$ cat src/gpp_pkg.sv
// package for the eight-bit general-purpose port with pad control
// shared by the port top and its per-pin pad slice
package gpp_pkg;

    localparam int          GPP_WIDTH         = 8;
    localparam int          GPP_ADDR_W        = 12;
    localparam logic [31:0] GPP_BASE_ADDR     = 32'h4000_01C0;

    // register byte offsets of the second port (relative to base)
    localparam logic [11:0] OFS_PORTB_DATA    = 12'h000;
    localparam logic [11:0] OFS_PORTB_OE      = 12'h004;
    localparam logic [11:0] OFS_PORTB_FSEL1   = 12'h008;
    localparam logic [11:0] OFS_PORTB_OD      = 12'h028;
    localparam logic [11:0] OFS_PORTB_PU      = 12'h02C;
    localparam logic [11:0] OFS_PORTB_PD      = 12'h030;
    localparam logic [11:0] OFS_PORTB_IE      = 12'h038;

    // pad-control registers of the first port, placed above the second port's map
    localparam logic [11:0] OFS_PORTA_OD      = 12'h128;
    localparam logic [11:0] OFS_PORTA_PU      = 12'h12C;
    localparam logic [11:0] OFS_PORTA_PD      = 12'h130;
    localparam logic [11:0] OFS_PORTA_IE      = 12'h138;

    // field layout: one bit per pin in the low byte
    localparam int          FLD_PIN_LSB       = 0;
    localparam int          FLD_PIN_MSB       = 7;
    localparam int          FSEL1_MSB         = 2;

    // reset values
    localparam logic [7:0]  RST_PIN_BYTE      = 8'h00;
    localparam logic [31:0] RST_READ_WORD     = 32'h0000_0000;

    // pin function chosen by the function-select bit
    typedef enum logic [1:0] {
        GPP_FN_PORT = 2'b01,
        GPP_FN_ALT  = 2'b10
    } gpp_fn_e;

endpackage : gpp_pkg

$ cat src/gpp_pad_slice.sv
// one pin of the port: drive, open-drain, pull and input gating
// assumes pin input is synchronous to core_clk
`timescale 1ns/100ps
module gpp_pad_slice
    import gpp_pkg::*;
(
    // configuration of this pin
    input  wire logic outData,
    input  wire logic outEnable,
    input  wire logic openDrain,
    input  wire logic pullUpEn,
    input  wire logic pullDownEn,
    input  wire logic inputEn,
    input  wire logic altSel,
    // pad
    input  wire logic padIn,
    output logic      padOut,
    output logic      padOe,
    output logic      padPullUp,
    output logic      padPullDown,
    // core side
    output logic      inGated,
    output logic      analogIn
);

    gpp_fn_e pinFn;

    // function of the pin
    assign pinFn = altSel ? GPP_FN_ALT : GPP_FN_PORT;

    // open drain only pulls low; cmos drives both levels
    always_comb
    begin
        padOut = outData;
        padOe  = 1'b0;
        if (pinFn == GPP_FN_PORT && outEnable)
        begin
            if (openDrain)
            begin
                padOut = 1'b0;
                padOe  = ~outData;
            end
            else
            begin
                padOe  = 1'b1;
            end
        end
    end

    // resistor controls straight from the pad registers
    assign padPullUp   = pullUpEn;
    assign padPullDown = pullDownEn;

    // input buffer blocks the level when disabled
    assign inGated  = padIn & inputEn;
    assign analogIn = padIn;

endmodule : gpp_pad_slice

$ cat src/gpp_port.sv
// Contract
// - eight-pin port, one bit per pin
// - direction set per pin
// - pins feed converter and interrupt lines
// - reset: port mode, everything disabled
// - base, data, enable, function offsets
// - open-drain, pull-up, pull-down, input offsets
// - output enable bit drives pin; pins 2..0 ignore it while set to the alternate function
// - open-drain bit selects drain-only drive
// - pull-up bit switches pull-up
// - pull-down bit switches pull-down
// - input enable bit gates input
//
// top of the eight-bit port: register file and eight pad slices
// assumes a simple strobe bus on core_clk; address is offset from base
//
// Implementation choice: strobed register access.
`timescale 1ns/100ps
module gpp_port
    import gpp_pkg::*;
(
    // clock and reset
    input  wire logic                  core_clk,
    input  wire logic                  rst,
    // register bus
    input  wire logic [GPP_ADDR_W-1:0] regAddr,
    input  wire logic [31:0]           regWdata,
    input  wire logic                  regWrite,
    input  wire logic                  regRead,
    output logic      [31:0]           regRdata,
    // second port pads
    input  wire logic [7:0]            pinIn,
    output logic      [7:0]            pinOut,
    output logic      [7:0]            pinOe,
    output logic      [7:0]            pinPullUp,
    output logic      [7:0]            pinPullDown,
    // alternate functions of the second port
    output logic      [7:0]            adcIn,
    output logic      [2:0]            extIrq,
    // first port pad controls
    output logic      [7:0]            portaOpenDrain,
    output logic      [7:0]            portaPullUp,
    output logic      [7:0]            portaPullDown,
    output logic      [7:0]            portaInputEn
);

    logic [7:0] dataR;
    logic [7:0] oeR;
    logic [2:0] fselR;
    logic [7:0] odR;
    logic [7:0] puR;
    logic [7:0] pdR;
    logic [7:0] ieR;
    logic [7:0] aOdR;
    logic [7:0] aPuR;
    logic [7:0] aPdR;
    logic [7:0] aIeR;
    logic [7:0] inGated;
    logic [7:0] altSel;
    logic [7:0] pinView;
    logic [7:0] readByte;
    logic       readHit;
    logic [7:0] wByte;

    // only the low byte of a write is kept
    assign wByte = regWdata[FLD_PIN_MSB:FLD_PIN_LSB];

    // second port data and direction
    always_ff @(posedge core_clk or posedge rst)
    begin
        if (rst)
        begin
            dataR <= RST_PIN_BYTE;
            oeR   <= RST_PIN_BYTE;
            fselR <= RST_PIN_BYTE[FSEL1_MSB:0];
        end
        else if (regWrite)
        begin
            case (regAddr)
                OFS_PORTB_DATA:  dataR <= wByte;
                OFS_PORTB_OE:    oeR   <= wByte;
                OFS_PORTB_FSEL1: fselR <= wByte[FSEL1_MSB:0];
                default:         ;
            endcase
        end
    end

    // second port pad controls
    always_ff @(posedge core_clk or posedge rst)
    begin
        if (rst)
        begin
            odR <= RST_PIN_BYTE;
            puR <= RST_PIN_BYTE;
            pdR <= RST_PIN_BYTE;
            ieR <= RST_PIN_BYTE;
        end
        else if (regWrite)
        begin
            case (regAddr)
                OFS_PORTB_OD: odR <= wByte;
                OFS_PORTB_PU: puR <= wByte;
                OFS_PORTB_PD: pdR <= wByte;
                OFS_PORTB_IE: ieR <= wByte;
                default:      ;
            endcase
        end
    end

    // first port pad controls, same layout
    always_ff @(posedge core_clk or posedge rst)
    begin
        if (rst)
        begin
            aOdR <= RST_PIN_BYTE;
            aPuR <= RST_PIN_BYTE;
            aPdR <= RST_PIN_BYTE;
            aIeR <= RST_PIN_BYTE;
        end
        else if (regWrite)
        begin
            case (regAddr)
                OFS_PORTA_OD: aOdR <= wByte;
                OFS_PORTA_PU: aPuR <= wByte;
                OFS_PORTA_PD: aPdR <= wByte;
                OFS_PORTA_IE: aIeR <= wByte;
                default:      ;
            endcase
        end
    end

    assign portaOpenDrain = aOdR;
    assign portaPullUp    = aPuR;
    assign portaPullDown  = aPdR;
    assign portaInputEn   = aIeR;

    // function select covers pins 2..0 only
    assign altSel = {5'h00, fselR};

    // per-pin pad slices
    genvar gi;
    generate
        for (gi = 0; gi < GPP_WIDTH; gi++)
        begin : g_pin
            gpp_pad_slice u_pad (
                .outData     (dataR[gi]),
                .outEnable   (oeR[gi]),
                .openDrain   (odR[gi]),
                .pullUpEn    (puR[gi]),
                .pullDownEn  (pdR[gi]),
                .inputEn     (ieR[gi]),
                .altSel      (altSel[gi]),
                .padIn       (pinIn[gi]),
                .padOut      (pinOut[gi]),
                .padOe       (pinOe[gi]),
                .padPullUp   (pinPullUp[gi]),
                .padPullDown (pinPullDown[gi]),
                .inGated     (inGated[gi]),
                .analogIn    (adcIn[gi])
            );
        end
    endgenerate

    // external interrupt lines take the gated input when selected
    assign extIrq = inGated[2:0] & fselR;

    // data read: pin level where input enabled, else zero
    assign pinView = inGated;

    // read decode
    always_comb
    begin
        readHit  = 1'b1;
        readByte = 8'h00;
        case (regAddr)
            OFS_PORTB_DATA:  readByte = pinView;
            OFS_PORTB_OE:    readByte = oeR;
            OFS_PORTB_FSEL1: readByte = {5'h00, fselR};
            OFS_PORTB_OD:    readByte = odR;
            OFS_PORTB_PU:    readByte = puR;
            OFS_PORTB_PD:    readByte = pdR;
            OFS_PORTB_IE:    readByte = ieR;
            OFS_PORTA_OD:    readByte = aOdR;
            OFS_PORTA_PU:    readByte = aPuR;
            OFS_PORTA_PD:    readByte = aPdR;
            OFS_PORTA_IE:    readByte = aIeR;
            default:         readHit  = 1'b0;
        endcase
    end

    // read data one cycle after the strobe, zero otherwise
    always_ff @(posedge core_clk or posedge rst)
    begin
        if (rst)
            regRdata <= RST_READ_WORD;
        else if (regRead && readHit)
            regRdata <= {24'h000000, readByte};
        else
            regRdata <= RST_READ_WORD;
    end

endmodule : gpp_port

$ cat config.mk
export PLATFORM = sky130hd
export DESIGN_NAME = gpp_port
export DESIGN_NICKNAME = d
export VERILOG_FILES = /design/src/gpp_pkg.sv /design/src/gpp_pad_slice.sv /design/src/gpp_port.sv
export SDC_FILE = /design/constraint.sdc
export NUM_CORES = 1
export LEC_CHECK = 0
export BUFFER_PORTS_ARGS = -buffer_cell sky130_fd_sc_hd__clkbuf_2
export CORE_MARGIN = 1.5
export CORE_UTILIZATION = 30
export DETAILED_ROUTE_END_ITERATION = 16
export PLACE_DENSITY = 0.48
export SETUP_SLACK_MARGIN = 0.4
export SLEW_MARGIN = 20
export SYNTH_ARGS = -nofsm -noshare
export SYNTH_HDL_FRONTEND = slang
export SYNTH_SLANG_ARGS = --single-unit
$ cat constraint.sdc
create_clock -name core_clk -period 4 [get_ports core_clk]
set_input_delay 0.8 -clock core_clk [delete_from_list [all_inputs] [get_ports core_clk]]
set_output_delay 0.8 -clock core_clk [all_outputs]
set_load 0.005 [all_outputs]
==> impl_metrics.py <==
metrics = {
    "run_status": {
        "outcome": "complete, no violations",
    },
    "routing": {
        "via_per_inst": 4.88,
        "wl_per_cell_microns": 20.8,
        "drc": 0,
        "met3_wirelength_microns": 1110,
        "wl_microns": 14800,
        "drt_iter0_drc": 207,
        "drtAntennaViolNets": 0,
        "met2_wirelength_microns": 6920,
        "first_pass_iters": 4,
        "maxUsedRoutingLayer": "met4",
        "wl_met1_microns": 6490,
        "vias": 3468,
    },
    "placed_design": {
        "port_buffers": 114,
        "dp.cells": 695,
        "place_congestion": 0.873,
        "dpl.hpwl_microns": 10600,
    },
    "yosys": {
        "async_reset_ff_share_pct": 100,
        "yosysTopAreaCellShare_pct": 45.1,
        "synth_cells": 418,
        "ys_ff_latch": 91,
        "yosysUniqueCellTypes": 58,
        "synth_flop_cell": "dfrtp_1",
        "yosys.area.top_type": "dfrtp_1",
        "syn_area_sq_um": 5050,
        "synth.yosys.seq_area_share_pct": 45.1,
        "synth_area_leaders": "dfrtp_1 (45%), mux2_2 (18%), buf_4 (9.7%)",
        "synth_area_per_cell_sq_um": 12.1,
        "synth_edf_count": 0,
        "yosys_warnings": 0,
    },
    "layout": {
        "drive_above_1_share_pct": 49.3,
        "fin_nets": 542,
        "diodes": 0,
        "n_fill_cell": 1690,
        "fin_cells": 711,
        "area_growth_pct": 13.8,
        "seq_area_sq_um": 2280,
        "multi_input_area_sq_um": 2260,
    },
    "worst_setup_path": {
        "critPathTopFamily": "simple AND/OR/NAND/NOR gates",
        "crit_slowest_cell": "or4_1",
        "cp-start-kind": "input pin",
        "path_cells": "clkbuf_2, or4_1, nor2_4, and3_1, nand2_8, mux2_4",
        "required_ps": 4230,
        "crit_arrival_ps": 3110,
        "crit_type": "in2reg",
        "endpoint_kind": "flip-flop",
        "path_max_fanout": 10,
        "reg2reg_slack_ps": 2480,
        "critPathMaxStageDelay_ps": 800,
        "worst-path-buf-inv": 1,
    },
    "grt": {
        "grt_max_degree": 50,
        "grt_first_pass_wirelength_microns": 22200,
        "antenna_found_initial": 0,
        "gr-usage-all-layers_pct": 17.3,
        "grt_pass1_vias": 3564,
        "grt-ovfl-total": 0,
    },
    "hold_path": {
        "hp-class": "reg2reg",
    },
    "sta": {
        "period_minus_slack_ps": 2880,
        "timing_hold_violations_final": 0,
        "finalSetupTns_ps": 0,
        "slew_violations": 0,
        "worst_pin_slew_ps": 1170,
        "rsz0062_at_grt": "false",
        "finClkSkew_ps": 6.47,
        "setup_viol": 0,
        "fmax_mhz": 347,
        "post-route-period-util_pct": 72.0,
        "slew_headroom_pct": 21.4,
    },
    "pwr": {
        "clockPowerShare_pct": 44.5,
        "cellPowerDensity_nw_per_um2": 327,
        "p_sw_share_pct": 22.3,
        "p_sw_uw": 419,
        "cell_internal_pwr_mw": 1.46,
        "ir_drop_mv": 0.204,
        "p_seq_share_pct": 49.3,
        "cellLeakagePower_nw": 2.93,
        "combPwrFrac_pct": 6.2,
    },
    "floorplan": {
        "start_util_pct": 30.6,
        "fp.dieW_microns": 133,
        "ios": 163,
        "std_cell_rows": 47,
        "die_h_microns": 133,
        "dieArea_sq_um": 17600,
        "core_area_sq_um": 16500,
    },
    "clock_network": {
        "numCtsBuffers": 9,
        "cts-root-buf": "clkbuf_16",
        "clock_latency_ps": 340,
        "htree_num_levels": 3,
        "cts-resized-gates": 0,
        "post_cts.repair.setup_buffers": 0,
        "cts_tree": "done",
        "clk_path_buf_depth": 2,
        "path_clk_slew_ps": 60,
        "clock_sinks": 91,
        "cts_hold_buf": 0,
    },
    "job": {
        "max_cap_viol_count": 0,
    },
}
per-layer routing:
layer	GRT usage (%)	vias up
met5	0	-
met1	22.9	1731
met2	27.6	143
met4	6.65	0
li1	-	1579
met3	3.79	15
power groups by stage:
stage               logic [mW]  clock network (mW)  registers [mW]
floorplan               0.0879                   0           0.943
global placement         0.116                   0           0.944
detailed placement       0.118                   0           0.944
CTS                      0.118               0.867           0.927
global route             0.129               0.904           0.927
finish                   0.116               0.836           0.927
synth_stat cells (3+ instances only):
| cell | count |
|---|---|
| a21o_1 | 3 |
| nand3_1 | 6 |
| inv_1 | 5 |
| a31oi_1 | 6 |
| nand2b_1 | 4 |
| clkbuf_1 | 9 |
| buf_2 | 6 |
| a21oi_1 | 6 |
| mux2i_1 | 9 |
| nor3_4 | 3 |
| mux2_2 | 81 |
| o21a_1 | 3 |
| and3_1 | 10 |
| mux4_2 | 4 |
| o21ai_0 | 6 |
| a32oi_1 | 9 |
| a21boi_0 | 10 |
| nor3_1 | 6 |
| a22o_1 | 3 |
| buf_1 | 5 |
| nor2_1 | 6 |
| nand2_1 | 13 |
| dfrtp_1 | 91 |
| mux2_4 | 8 |
| buf_4 | 65 |
| a22oi_1 | 3 |
metrics by stage:
stage	area, sq um	hold slack [ps]	setup slack, ps	power [mW]	util [%]
CTS	5750	512	1110	1.91	34.8
floorplan	5130	479	836	1.03	-
detailed placement	5460	497	739	1.06	33.0
global route	5750	530	1040	1.96	34.8
finish	5750	509	1120	1.88	34.8
global placement	5460	488	728	1.06	33.0
placed cells by master, fill, tap and decap left out, types with 3 or more instances in the layout:
| cell type | n |
|---|---|
| clkbuf_2 | 114 |
| dfrtp_1 | 91 |
| mux2_2 | 81 |
| conb_1 | 24 |
| nand2_1 | 13 |
| and3_1 | 10 |
| a21boi_0 | 10 |
| mux2i_1 | 9 |
| a32oi_1 | 9 |
| clkbuf_16 | 9 |
| mux2_4 | 8 |
| nand3_1 | 6 |
| nor3_1 | 6 |
| nor2_1 | 6 |
| o21ai_0 | 6 |
| a21oi_1 | 6 |
| a31oi_1 | 6 |
| buf_4 | 5 |
| inv_1 | 4 |
| mux4_2 | 4 |
| nand2b_1 | 4 |
| clkbuf_1 | 4 |
| nor3_4 | 3 |
| a22oi_1 | 3 |
| a21o_1 | 3 |
| a22o_1 | 3 |
| o21a_1 | 3 |
worst paths after layout:
check / startpoint / end / cells past startpoint
max: regAddr[8] / oeR[3]$_DFFE_PP0P_ / 6
min: ieR[4]$_DFFE_PP0P_ / ieR[4]$_DFFE_PP0P_ / 1
max reg2reg: odR[4]$_DFFE_PP0P_ / regRdata[4]$_DFF_PP0_ / 4
min reg2reg: ieR[4]$_DFFE_PP0P_ / ieR[4]$_DFFE_PP0P_ / 1
max in group asynchronous: rst / portaPullDown[5]$_DFFE_PP0P_ / 3
min in group asynchronous: rst / pdR[1]$_DFFE_PP0P_ / 2
area by class of cell:
| cell class | count | share of cell area (%) |
|---|---|---|
| multi-input cells | 259 | 39.3 |
| clock buffers | 14 | 4.42 |
| clock inverters | 2 | 0.610 |
| repair buffers | 120 | 10.9 |
| flip-flops and latches | 91 | 39.6 |
| well taps | 220 | 4.79 |
| inverters | 5 | 0.348 |
kinds of logic (layout without fill, tap and decap cells):
family | Yosys count | count (layout) | synth area share (%)
flops | 91 | 91 | 45.1
xor+xnor | 1 | 1 | 0.174
simple gates | 73 | 73 | 10.1
mux | 102 | 102 | 24.0
other cells | 1 | 24 | 0.0743
buf+inv | 91 | 141 | 11.9
compound gates | 59 | 59 | 8.62
(Power assumes the default switching activity.)
